--- src/core/serport_defines.svh ---
// Register offsets, field positions and reset values of the serial port
`ifndef SERPORT_DEFINES_SVH
`define SERPORT_DEFINES_SVH

// ----------------------------------------
// Register byte offsets
// ----------------------------------------
`define OFS_RELOAD   8'h00
`define OFS_BUF      8'h04
`define OFS_CTL1     8'h08
`define OFS_CTL2     8'h0C
`define OFS_STAT     8'h10
`define OFS_IRQ_ST   8'h14
`define OFS_IRQ_MASK 8'h18

// ----------------------------------------
// Field positions
// ----------------------------------------
`define CTL1_WRITE_COLLISION_FLAG    7
`define CTL1_EN      5
`define CTL2_STOP    2
`define STAT_STOP    4
`define STAT_BF      0
`define IRQ_EVT      0
`define IRQ_BCL      1

// ----------------------------------------
// Modes, reset values and the index of the last byte-clock edge
// ----------------------------------------
`define MODE_I2C_MST 4'h8
`define MODE_SPI_MST 4'hA
`define RST_RELOAD   8'h00
`define RST_MODE     4'h0
`define XFER_EDGES   4'hF

`endif

--- src/core/serport_pkg.sv ---
// Types shared by the serial port design
package serport_pkg;

  typedef enum logic [2:0] {
    ST_IDLE     = 3'b000,
    ST_XFER     = 3'b001,
    ST_SDA_LOW  = 3'b010,
    ST_WAIT     = 3'b011,
    ST_SCL_REL  = 3'b100,
    ST_SCL_HIGH = 3'b101,
    ST_SDA_REL  = 3'b110,
    ST_DONE     = 3'b111
  } port_state_t;

endpackage

--- src/core/pin_sync3.sv ---
// Three-stage pin synchroniser that accepts a level once stages two and three agree
`timescale 1ns/10ps
module pin_sync3 #(
  parameter logic RST_VAL = 1'b1
) (
  input  wire logic clk,
  input  wire logic arst_n,
  input  wire logic pin,
  output logic      level
);

  logic s1_ff;
  logic s2_ff;
  logic s3_ff;
  logic lvl_ff;
  logic nxt_lvl;

  always_comb begin
    nxt_lvl = (s2_ff == s3_ff) ? s3_ff : lvl_ff;
  end

  always_ff @(posedge clk or negedge arst_n) begin
    if (!arst_n) begin
      s1_ff  <= RST_VAL;
      s2_ff  <= RST_VAL;
      s3_ff  <= RST_VAL;
      lvl_ff <= RST_VAL;
    end else begin
      s1_ff  <= pin;
      s2_ff  <= s1_ff;
      s3_ff  <= s2_ff;
      lvl_ff <= nxt_lvl;
    end
  end

  assign level = lvl_ff;

endmodule

--- src/core/rate_counter.sv ---
// Reload down-counter that times each half period of the serial clock
`timescale 1ns/10ps
module rate_counter #(
  parameter int WIDTH = 8
) (
  input  wire logic             clk,
  input  wire logic             arst_n,
  input  wire logic             load,
  input  wire logic             run,
  input  wire logic [WIDTH-1:0] reload,
  output logic                  expire,
  output logic      [WIDTH-1:0] count
);

  logic             pre_ff;
  logic [WIDTH-1:0] cnt_ff;
  logic             nxt_pre;
  logic [WIDTH-1:0] nxt_cnt;

  // Steps on every second core clock so one half period is 2*(reload+1) clocks
  always_comb begin
    expire  = run && pre_ff && (cnt_ff == '0);
    nxt_pre = run ? ~pre_ff : 1'b0;
    nxt_cnt = cnt_ff;
    if (load) begin
      nxt_cnt = reload;
      nxt_pre = 1'b0;
    end else if (run && pre_ff) begin
      nxt_cnt = (cnt_ff == '0) ? reload : cnt_ff - 1'b1;
    end
  end

  always_ff @(posedge clk or negedge arst_n) begin
    if (!arst_n) begin
      pre_ff <= 1'b0;
      cnt_ff <= '0;
    end else begin
      pre_ff <= nxt_pre;
      cnt_ff <= nxt_cnt;
    end
  end

  assign count = cnt_ff;

endmodule

--- src/core/i2c_stop_collision_baud_gen.sv ---
// Serial port master: rate generator, byte clocking and Stop with collision checks
//
// Added by the designer: the register offsets and the APB register port.
`timescale 1ns/10ps
`include "serport_defines.svh"

module i2c_stop_collision_baud_gen
  import serport_pkg::*;
(
  input  wire logic        CORE_CLK,
  input  wire logic        ARST_N,
  input  wire logic        PSEL,
  input  wire logic        PENABLE,
  input  wire logic        PWRITE,
  input  wire logic [7:0]  PADDR,
  input  wire logic [31:0] PWDATA,
  output logic      [31:0] PRDATA,
  output logic             PREADY,
  output logic             PSLVERR,
  output logic             IRQ,
  input  wire logic        SDA_IN,
  output logic             SDA_OUT,
  output logic             SDA_OE_N,
  input  wire logic        SCL_IN,
  output logic             SCL_OUT,
  output logic             SCL_OE_N
);

  // ----------------------------------------
  // State
  // ----------------------------------------
  port_state_t state_ff,    nxt_state;
  logic [7:0]  reload_ff,   nxt_reload;
  logic [7:0]  buf_ff,      nxt_buf;
  logic        write_collision_flag_ff,     nxt_write_collision_flag;
  logic        en_ff,       nxt_en;
  logic [3:0]  mode_ff,     nxt_mode;
  logic        stop_req_ff, nxt_stop_req;
  logic        stop_seen_ff, nxt_stop_seen;
  logic [1:0]  irq_st_ff,   nxt_irq_st;
  logic [1:0]  irq_mask_ff, nxt_irq_mask;
  logic [7:0]  shift_ff,    nxt_shift;
  logic [3:0]  edge_ff,     nxt_edge;
  logic        lvl_ff,      nxt_lvl;
  logic [31:0] prdata_ff,   nxt_prdata;
  logic        pready_ff,   nxt_pready;
  logic        pslverr_ff,  nxt_pslverr;
  logic        irq_ff,      nxt_irq;
  logic        sda_out_ff,  nxt_sda_out;
  logic        sda_oe_n_ff, nxt_sda_oe_n;
  logic        scl_out_ff,  nxt_scl_out;
  logic        scl_oe_n_ff, nxt_scl_oe_n;

  logic        sda_i;
  logic        scl_i;
  logic        cnt_load;
  logic        cnt_run;
  logic        expire;
  logic [7:0]  cnt_val;
  logic        wr;
  logic        rd;
  logic        buf_wr;
  logic        is_i2c;
  logic        is_spi;
  logic        in_stop;
  logic        bcl_set;
  logic        evt_set;
  logic        write_collision_flag_set;

  // ----------------------------------------
  // Pin synchronisers and rate counter
  // ----------------------------------------
  pin_sync3 #(.RST_VAL(1'b1)) u_sda_sync (
    .clk    (CORE_CLK),
    .arst_n (ARST_N),
    .pin    (SDA_IN),
    .level  (sda_i)
  );

  pin_sync3 #(.RST_VAL(1'b1)) u_scl_sync (
    .clk    (CORE_CLK),
    .arst_n (ARST_N),
    .pin    (SCL_IN),
    .level  (scl_i)
  );

  // Shared by both master modes; stands still while idle
  rate_counter #(.WIDTH(8)) u_rate (
    .clk    (CORE_CLK),
    .arst_n (ARST_N),
    .load   (cnt_load),
    .run    (cnt_run),
    .reload (reload_ff),
    .expire (expire),
    .count  (cnt_val)
  );

  // ----------------------------------------
  // Decode
  // ----------------------------------------
  // A transfer completes on the edge where pready_ff is already high
  assign wr      = PSEL && PENABLE && pready_ff && PWRITE;
  assign rd      = PSEL && PENABLE && pready_ff && !PWRITE;
  assign buf_wr  = wr && (PADDR == `OFS_BUF);
  assign is_i2c  = (mode_ff == `MODE_I2C_MST);
  assign is_spi  = (mode_ff == `MODE_SPI_MST);
  assign in_stop = (state_ff != ST_IDLE) && (state_ff != ST_XFER);
  assign cnt_run = (state_ff != ST_IDLE) && (state_ff != ST_SDA_LOW);

  // ----------------------------------------
  // Next state
  // ----------------------------------------
  always_comb begin
    nxt_state     = state_ff;
    nxt_reload    = reload_ff;
    nxt_buf       = buf_ff;
    nxt_en        = en_ff;
    nxt_mode      = mode_ff;
    nxt_stop_req  = stop_req_ff;
    nxt_stop_seen = stop_seen_ff;
    nxt_irq_mask  = irq_mask_ff;
    nxt_shift     = shift_ff;
    nxt_edge      = edge_ff;
    nxt_lvl       = lvl_ff;
    nxt_sda_out   = sda_out_ff;
    nxt_sda_oe_n  = sda_oe_n_ff;
    nxt_scl_out   = scl_out_ff;
    nxt_scl_oe_n  = scl_oe_n_ff;
    cnt_load      = 1'b0;
    bcl_set       = 1'b0;
    evt_set       = 1'b0;
    write_collision_flag_set      = 1'b0;

    // APB answer one cycle into the access phase
    nxt_pready  = PSEL && PENABLE && !pready_ff;
    nxt_prdata  = prdata_ff;
    nxt_pslverr = pslverr_ff;
    if (PSEL && PENABLE && !pready_ff) begin
      nxt_pslverr = 1'b0;
      nxt_prdata  = 32'h0000_0000;
      case (PADDR)
        `OFS_RELOAD:   nxt_prdata[7:0] = reload_ff;
        `OFS_BUF:      nxt_prdata[7:0] = buf_ff;
        `OFS_CTL1:     nxt_prdata[7:0] = {write_collision_flag_ff, 1'b0, en_ff, 1'b0, mode_ff};
        `OFS_CTL2:     nxt_prdata[`CTL2_STOP] = stop_req_ff;
        `OFS_STAT: begin
          nxt_prdata[`STAT_STOP] = stop_seen_ff;
          nxt_prdata[`STAT_BF]   = (state_ff == ST_XFER);
        end
        `OFS_IRQ_ST:   nxt_prdata[1:0] = irq_st_ff;
        `OFS_IRQ_MASK: nxt_prdata[1:0] = irq_mask_ff;
        default:       nxt_pslverr = 1'b1;
      endcase
    end

    // Register writes
    if (wr) begin
      case (PADDR)
        `OFS_RELOAD:   nxt_reload = PWDATA[7:0];
        `OFS_CTL1: begin
          nxt_en   = PWDATA[`CTL1_EN];
          nxt_mode = PWDATA[3:0];
        end
        `OFS_IRQ_MASK: nxt_irq_mask = PWDATA[1:0];
        default: ;
      endcase
    end
    if (buf_wr && (state_ff == ST_IDLE)) begin
      nxt_buf = PWDATA[7:0];
    end else if (buf_wr) begin
      write_collision_flag_set = 1'b1;
    end

    // Port sequencer
    unique case (state_ff)
      ST_IDLE: begin
        if (en_ff && is_i2c && stop_req_ff) begin
          nxt_state    = ST_SDA_LOW;
          nxt_sda_out  = 1'b0;
          nxt_sda_oe_n = 1'b0;
          nxt_scl_out  = 1'b0;
          nxt_scl_oe_n = 1'b0;
        end else if (buf_wr && en_ff && (is_i2c || is_spi)) begin
          nxt_state = ST_XFER;
          nxt_shift = PWDATA[7:0];
          nxt_edge  = 4'h0;
          nxt_lvl   = 1'b0;
          cnt_load  = 1'b1;
        end
      end
      ST_XFER: begin
        if (expire) begin
          nxt_lvl  = ~lvl_ff;
          nxt_edge = edge_ff + 4'h1;
          if (lvl_ff) begin
            nxt_shift = {shift_ff[6:0], 1'b0};
          end
          if (edge_ff == `XFER_EDGES) begin
            nxt_state = ST_IDLE;
          end
        end
      end
      ST_SDA_LOW: begin
        if (!sda_i) begin
          nxt_state = ST_WAIT;
          cnt_load  = 1'b1;
        end
      end
      ST_WAIT: begin
        if (expire) begin
          nxt_state    = ST_SCL_REL;
          nxt_scl_oe_n = 1'b1;
        end
      end
      ST_SCL_REL: begin
        // Another party may stretch the clock here
        if (scl_i) begin
          nxt_state = ST_SCL_HIGH;
          cnt_load  = 1'b1;
        end
      end
      ST_SCL_HIGH: begin
        if (!scl_i) begin
          bcl_set = 1'b1;
        end else if (expire) begin
          nxt_state    = ST_SDA_REL;
          nxt_sda_oe_n = 1'b1;
          cnt_load     = 1'b1;
        end
      end
      ST_SDA_REL: begin
        if (!scl_i && !sda_i) begin
          bcl_set = 1'b1;
        end else if (expire) begin
          if (sda_i && scl_i) begin
            nxt_state     = ST_DONE;
            nxt_stop_seen = 1'b1;
            cnt_load      = 1'b1;
          end else begin
            bcl_set = 1'b1;
          end
        end
      end
      ST_DONE: begin
        if (expire) begin
          nxt_state    = ST_IDLE;
          nxt_stop_req = 1'b0;
          evt_set      = 1'b1;
        end
      end
    endcase

    if (bcl_set) begin
      nxt_state    = ST_IDLE;
      nxt_stop_req = 1'b0;
      nxt_sda_oe_n = 1'b1;
      nxt_scl_oe_n = 1'b1;
    end

    // Byte clocking, last fall included so the clock ends low; I2C lines are open drain
    if ((nxt_state == ST_XFER) || (state_ff == ST_XFER)) begin
      if (is_i2c) begin
        nxt_scl_out  = 1'b0;
        nxt_scl_oe_n = nxt_lvl;
        nxt_sda_out  = 1'b0;
        nxt_sda_oe_n = nxt_shift[7];
      end else begin
        nxt_scl_out  = nxt_lvl;
        nxt_scl_oe_n = 1'b0;
        nxt_sda_out  = nxt_shift[7];
        nxt_sda_oe_n = 1'b0;
      end
    end

    // Software sets the request; applied after the clear so a new set survives
    if (wr && (PADDR == `OFS_CTL2) && PWDATA[`CTL2_STOP]) begin
      nxt_stop_req = 1'b1;
    end
    if (!nxt_en) begin
      nxt_stop_seen = 1'b0;
    end

    // Write collision clears by writing zero; a new hit wins
    nxt_write_collision_flag = write_collision_flag_ff;
    if (wr && (PADDR == `OFS_CTL1) && !PWDATA[`CTL1_WRITE_COLLISION_FLAG]) begin
      nxt_write_collision_flag = 1'b0;
    end
    nxt_write_collision_flag = nxt_write_collision_flag | write_collision_flag_set;

    // Read clears only the bits that the read returned
    nxt_irq_st = irq_st_ff;
    if (rd && (PADDR == `OFS_IRQ_ST)) begin
      nxt_irq_st = irq_st_ff & ~prdata_ff[1:0];
    end
    nxt_irq_st[`IRQ_EVT] = nxt_irq_st[`IRQ_EVT] | evt_set;
    nxt_irq_st[`IRQ_BCL] = nxt_irq_st[`IRQ_BCL] | bcl_set;
    nxt_irq = |(nxt_irq_st & nxt_irq_mask);
  end

  always_ff @(posedge CORE_CLK or negedge ARST_N) begin
    if (!ARST_N) begin
      state_ff     <= ST_IDLE;
      reload_ff    <= `RST_RELOAD;
      buf_ff       <= 8'h00;
      write_collision_flag_ff      <= 1'b0;
      en_ff        <= 1'b0;
      mode_ff      <= `RST_MODE;
      stop_req_ff  <= 1'b0;
      stop_seen_ff <= 1'b0;
      irq_st_ff    <= 2'h0;
      irq_mask_ff  <= 2'h0;
      shift_ff     <= 8'h00;
      edge_ff      <= 4'h0;
      lvl_ff       <= 1'b0;
      prdata_ff    <= 32'h0000_0000;
      pready_ff    <= 1'b0;
      pslverr_ff   <= 1'b0;
      irq_ff       <= 1'b0;
      sda_out_ff   <= 1'b0;
      sda_oe_n_ff  <= 1'b1;
      scl_out_ff   <= 1'b0;
      scl_oe_n_ff  <= 1'b1;
    end else begin
      state_ff     <= nxt_state;
      reload_ff    <= nxt_reload;
      buf_ff       <= nxt_buf;
      write_collision_flag_ff      <= nxt_write_collision_flag;
      en_ff        <= nxt_en;
      mode_ff      <= nxt_mode;
      stop_req_ff  <= nxt_stop_req;
      stop_seen_ff <= nxt_stop_seen;
      irq_st_ff    <= nxt_irq_st;
      irq_mask_ff  <= nxt_irq_mask;
      shift_ff     <= nxt_shift;
      edge_ff      <= nxt_edge;
      lvl_ff       <= nxt_lvl;
      prdata_ff    <= nxt_prdata;
      pready_ff    <= nxt_pready;
      pslverr_ff   <= nxt_pslverr;
      irq_ff       <= nxt_irq;
      sda_out_ff   <= nxt_sda_out;
      sda_oe_n_ff  <= nxt_sda_oe_n;
      scl_out_ff   <= nxt_scl_out;
      scl_oe_n_ff  <= nxt_scl_oe_n;
    end
  end

  assign PRDATA   = prdata_ff;
  assign PREADY   = pready_ff;
  assign PSLVERR  = pslverr_ff;
  assign IRQ      = irq_ff;
  assign SDA_OUT  = sda_out_ff;
  assign SDA_OE_N = sda_oe_n_ff;
  assign SCL_OUT  = scl_out_ff;
  assign SCL_OE_N = scl_oe_n_ff;

  // ----------------------------------------
  // Assertions
  // ----------------------------------------
  logic [8:0] gap_ff;

  always_ff @(posedge CORE_CLK or negedge ARST_N) begin
    if (!ARST_N) begin
      gap_ff <= 9'h000;
    end else begin
      gap_ff <= (cnt_load || expire) ? 9'h000 : gap_ff + 9'h001;
    end
  end
endmodule

--- config.mk ---
export PLATFORM = sky130hd
export DESIGN_NAME = i2c_stop_collision_baud_gen
export DESIGN_NICKNAME = d
export VERILOG_FILES = /design/src/core/serport_pkg.sv /design/src/core/pin_sync3.sv /design/src/core/rate_counter.sv /design/src/core/i2c_stop_collision_baud_gen.sv
export VERILOG_INCLUDE_DIRS = /design/src /design/src/core
export SDC_FILE = /design/constraint.sdc
export NUM_CORES = 1
export LEC_CHECK = 0
export BUFFER_PORTS_ARGS = -buffer_cell sky130_fd_sc_hd__buf_2
export CORE_ASPECT_RATIO = 0.8
export CORE_MARGIN = 5
export CORE_UTILIZATION = 30
export CTS_BUF_LIST = sky130_fd_sc_hd__clkbuf_8
export CTS_CLUSTER_SIZE = 10
export DETAILED_ROUTE_END_ITERATION = 10
export SYNTH_ARGS = -nofsm -noshare
export SYNTH_HDL_FRONTEND = slang
export SYNTH_SLANG_ARGS = --single-unit
--- constraint.sdc ---
create_clock -name CORE_CLK -period 2.2 [get_ports CORE_CLK]
set_input_delay 0.33 -clock CORE_CLK [delete_from_list [all_inputs] [get_ports CORE_CLK]]
set_output_delay 0.33 -clock CORE_CLK [all_outputs]
set_load 0.02 [all_outputs]
Yosys cells after proc, flatten, opt, wreduce, memory -nomap -nowiden. Index checks and enable logic that the tools add are counted.

Bits in registers: 76. Bits of input ports: 47. Output and inout bits: 39. Logic and storage cells: 214.

$add $sub $neg: 2. Equality and inequality tests: 32. Mux-type cells: 89. Bitwise operators: 8. Reductions and logical operators: 51.

Operators by type and width (count): $mux W8 (7); $mux W1 (48); $mux W3 (14); $eq A8 B5 Y1 const B (3); $pmux W3 S8 (1); $logic_and A1 B1 Y1 (21); $eq A8 B4 Y1 const B (2); $logic_not A8 Y1 (2); $pmux W8 S2 (1); $eq A3 B3 Y1 const B (4); $eq A4 B4 Y1 const B (3); $mux W4 (3); $reduce_and A4 Y1 (3); $pmux W1 S5 (2); $pmux W3 S3 (1); $reduce_bool A3 Y1 (3); $eq A8 B3 Y1 const B (1); $ne A2 B1 Y1 const B (4); $ne A2 B2 Y1 const B (4); $ne A4 B4 Y1 const B (2); $pmux W1 S2 (4); $pmux W4 S2 (1); $reduce_and A2 Y1 (4); $reduce_bool A2 Y1 (4); other kinds (24) (40).

Depth between registers and ports, before layout.
Depth in word-level cells: 14. Gate-level depth with buffers: 8. Depth with buffers taken out: 8.

By module. Synthesis repeated with hierarchy kept, for this count alone.

Cells, all modules: 408. Area total of the unflattened synthesis: 4101.4 sq um.

By module, submodules not included: i2c_stop_collision_baud_gen (instances 1, cells each 333, area each 3276.9 sq um, sequential area each 1478.9 sq um); rate_counter (instances 1, cells each 65, area each 591.8 sq um, sequential area each 225.2 sq um); pin_sync3 (instances 2, cells each 5, area each 116.4 sq um, sequential area each 105.1 sq um).

Worst setup path after synthesis. Ideal clock, no wire load.

Path kind: register -> register. Start: register u_rate.cnt_ff[0], in the netlist u_rate.count[0]. End: register sda_oe_n_ff, in the netlist SDA_OE_N. Setup time: 91 ps. Data arrival time: 2073 ps. Data required time: 2109 ps. Setup slack: 36 ps. Cell stages (with the launch flop): 9. Path buffers: 0. Clock period less this slack: 2164 ps. Cell sequence: dfrtp_1 -> inv_1 -> ha_1 -> or4b_4 -> nor3_2 -> nand4_1 -> a22oi_1 -> a211oi_1 -> o31ai_1.

Cells in the longest elaborated chain, start to end: 10. Elaborated cells between the ends (all ways): 26. Those cells by class: eq/ne: 4; mux: 17; reduce/logical: 5.

RTL lines: start, declared (line rate_counter.sv:16) `logic [WIDTH-1:0] cnt_ff;`; start signal, assigned (line rate_counter.sv:39) `cnt_ff <= nxt_cnt;`; $logic_not A8 Y1 (*) (line rate_counter.sv:22) `expire = run && pre_ff && (cnt_ff == '0);`; $logic_and A1 B1 Y1 (*) (line rate_counter.sv:22); $mux W3 (tied with other cells) (line i2c_stop_collision_baud_gen.sv:234) `end else if (expire) begin`; $mux W3 (tied with other cells) (line i2c_stop_collision_baud_gen.sv:232) `if (!scl_i && !sda_i) begin`; $pmux W3 S8 or $pmux W1 S2 (tied branches) (line i2c_stop_collision_baud_gen.sv:175) `unique case (state_ff)`; $mux W3 (line i2c_stop_collision_baud_gen.sv:253) `if (bcl_set) begin`; $eq A3 B1 Y1 (line i2c_stop_collision_baud_gen.sv:261) `if ((nxt_state == ST_XFER) || (state_ff == ST_XFER)) begin`; $logic_or A1 B1 Y1 (line i2c_stop_collision_baud_gen.sv:261); $ne A4 B3 Y1 (no source line) (tied with other cells); $reduce_and A4 Y1 (no source line); end signal, assigned (line i2c_stop_collision_baud_gen.sv:342) `sda_oe_n_ff <= nxt_sda_oe_n;`; end, declared (line i2c_stop_collision_baud_gen.sv:50) `logic sda_oe_n_ff, nxt_sda_oe_n;`.

Every way passes the cells marked *; elsewhere a longest branch is shown, timed or not. The select of a mux whose other input is x is not followed. A chain may end at the register's enable or synchronous reset.

Final worst setup path.
Start: register u_rate.cnt_ff[0], in the netlist u_rate.count[0]. End: register u_rate.cnt_ff[0], in the netlist u_rate.count[0].

Cells in the longest elaborated chain, start to end: 6. Elaborated cells between the ends (all ways): 12. Those cells by class: add/sub: 1; mux: 8; reduce/logical: 3.

RTL lines: parallel branches: the longest is 6 deep, another holds $sub A8 B1 Y8.

Parallel ways; which one is timed is not known. The select of a mux whose other input is x is not followed.

==> impl_metrics.tcl <==
set metrics [dict create \
    outcome "complete, no violations" \
    ys_seq_elements 76 \
    synth_top_family_by_area "simple AND/OR/NAND/NOR gates" \
    cts-htree-levels 3 \
    seqCellArea_um2 1916 \
    ir_drop_mv 0.3640 \
    timing.final.hold_violations 0 \
    cts_buffer_depth 2 \
    fmax_ghz 0.4579 \
    synth_xor_area_share_pct 0.6352 \
    synth_commonest_cells "dfrtp_1 (66), nand2_1 (57), mux2_2 (27)" \
    synthSimpleGateAreaFrac_pct 19.60 \
    grt_usage_pct 13.92 \
    vias_per_cell 5.042 \
    finalCritPeriodShare_pct 99.26 \
    synth.most_common_cell "dfrtp_1" \
    worstPathMaxFanout 4 \
    vias 3469 \
    fp.dieArea_um2 16250 \
    pre_cts_ws_ns -0.1039 \
    numClockSinks 76 \
    crit_path_end_kind "flip-flop" \
    grt_pass1_wl_mm 17.86 \
    rows 38 \
    yosysTopAreaCell "dfrtp_1" \
    yosys-top-cells-area "dfrtp_1 (40%), mux2_2 (7.4%), dfstp_2 (6.4%)" \
    startpoint_type "flip-flop" \
    fin_crit_ns 2.184 \
    netSwitchingPower_mw 1.531 \
    syn2layout_area_growth_pct 22.53 \
    antenna_found_initial 0 \
    n_fill_cell 1367 \
    worst_hold_slack_ns 0.06121 \
    drive_above_1_share_pct 34.06 \
    synth.mux.area_fraction_pct 8.560 \
    overflow 0 \
    netlist.area_leader.share_pct 39.93 \
    dp_hpwl_mm 8.403 \
    die_width_um 141.3 \
    wire_per_inst_um 15.90 \
    synth_compound_area_share_pct 16.18 \
    finalPower_mw 4.219 \
    cts_root_buffer "clkbuf_8" \
    cellLeakagePower_nw 2.315 \
    clkPwrFrac_pct 24.1 \
    die_height_um 115.0 \
    drc 0 \
    grt_pass1_vias 3426 \
    setup_slack_ns 0.01632 \
    power_density_nw_per_um2 832.3 \
    synthArstFlopShare_pct 100.0 \
    power_frac_comb_pct 34.1 \
    p_int_mw 2.688 \
    ys_seq_area_share_pct 46.28 \
    start_util_pct 30.53 \
    antennaDiodeCount 0 \
    antenna_left 0 \
    io_pins 86 \
    cp.required_ns 2.44 \
    arrival_ns 2.42 \
    cts_buffers 9 \
    ys_types 70 \
    fin_setup_tns_ns 0 \
    netlist_area_um2 4136 \
    crit_chain "inv_2, ha_4, or4b_4, nor2_4, a21oi_2, o21ai_4, mux2i_1, a311o_1" \
    hold_class "in2reg" \
    synthFlopType "dfrtp_1" \
    grt_max_degree 42 \
    routabilityCongestion 0.8553 \
    synthAdderAreaFrac_pct 1.391 \
    cp_slowest_cell "or4b_4" \
    setup_viol 0 \
    multi_input_area_um2 2074 \
    totalWireLength_mm 10.94 \
    cpPeakStageDelay_ns 0.52 \
    clk_pin_slew_ns 0.07 \
    cts_tree "done" \
    sw_frac_of_total_pct 36.29 \
    syn_avg_cell_area_um2 9.920 \
    clock_skew_ns 0.009854 \
    drt-initial-drc-count 340 \
    synth_edf_count 0 \
    drt_first_pass_iters 7 \
    synthCells 417 \
    criticalPathCategory "reg2reg" \
    core_um2 13550 \
    numPortBuffers 37 \
    fin_nets 554 \
    seqPwrFrac_pct 41.8 \
    clk_latency_ns 0.36 \
    rsz0062_at_grt "true" \
    slew_violations 0 \
    ys_warn_count 0 \
    maxCapViolCount 0 \
]
repair_timing:
item / in CTS / in global routing
pin swaps: 3 / 6
hold buffers: 1 / 0
endpoints found under the hold margin: 29 / 0
buffers inserted: 2 / 2
setup endpoints to repair: 9 / 13
resized for setup: 5 / 10
worst paths after layout:
kind	slack (ns)	start	endpoint	cells after the start
setup / recovery	0.02	u_rate.count[0]	u_rate.count[0]	8
hold / removal	0.06	SCL_IN	u_scl_sync.s1_ff	1
setup reg to reg	0.02	u_rate.count[0]	u_rate.count[0]	8
hold reg to reg	0.36	u_scl_sync.s1_ff	u_scl_sync.s2_ff	0
max in group asynchronous	1.10	ARST_N	u_scl_sync.level	3
min in group asynchronous	0.47	ARST_N	edge_ff[2]	2
kinds of logic after synthesis:
group                    Yosys count
multiplexers                      32
AO/OA/AOI/OAI                    100
other                              1
XOR/XNOR                           3
AND/OR/NAND/NOR                  147
buffers and inverters             53
flip-flops                        76
adder cells (fa/ha/maj)            5
critical path: cells and delay by family, from the launching register on:
family                   cells  cell delay [ns]
AO/OA/AOI/OAI                3             0.63
AND/OR/NAND/NOR              2             0.72
flip-flops                   1             0.39
multiplexers                 1             0.10
buffers and inverters        1             0.09
adder cells (fa/ha/maj)      1             0.13
through the flow:
stage,area (um^2),std cells,utilization [%]
2_1_floorplan,4223,440,-
3_3_place_gp,4780,668,35.27
3_5_place_dp,4780,668,35.27
4_1_cts,5002,686,36.92
5_1_grt,5069,688,37.41
6_report,5069,688,37.41
sequential cells by signal, summed over array words and instances (netlist names), 2 cells and up:
signal	cells
irq_mask_ff	2
shift_ff	8
mode_ff	4
u_rate.count	8
irq_st_ff	2
edge_ff	4
PRDATA	8
buf_ff	8
reload_ff	8
state_ff	3
placed cells by master, fill, tap and decap left out, drive strengths merged, types with 13 or more instances in the layout:
cell	synthesis	layout
buf	28	92
dfrtp	66	66
nand2	58	58
mux2	27	27
o21ai	25	25
nor2	25	25
conb	1	24
a21oi	20	20
inv	12	13
power by group through the flow:
| stage | Combinational, mW | Sequential, mW | Clock (mW) |
|---|---|---|---|
| finish | 1.44 | 1.76 | 1.02 |
| detailed placement | 1.36 | 1.77 | 0 |
| global route | 1.59 | 1.79 | 1.10 |
| CTS | 1.40 | 1.76 | 1.06 |
| global placement | 1.33 | 1.77 | 0 |
| floorplan | 0.873 | 1.78 | 0 |
area by class of cell:
type / count / share of cell area (%)
Clock inverter: 6 / 1.136
Inverter: 13 / 0.9627
Multi-Input combinational cell: 311 / 40.93
Clock buffer: 9 / 2.444
Timing Repair Buffer: 93 / 12.29
Tap cell: 180 / 4.443
Sequential cell: 76 / 37.79
routing by layer:
layer	track usage, %	vias to the layer above	share of wire, %	routed length, um
li1	-	1644	-	-
met1	20.13	1696	48	5295
met2	19.58	113	43	4668
met3	4.116	16	7.0	771
met4	5.229	0	1.9	206
met5	0	-	0	0
(Power assumes the default switching activity.)
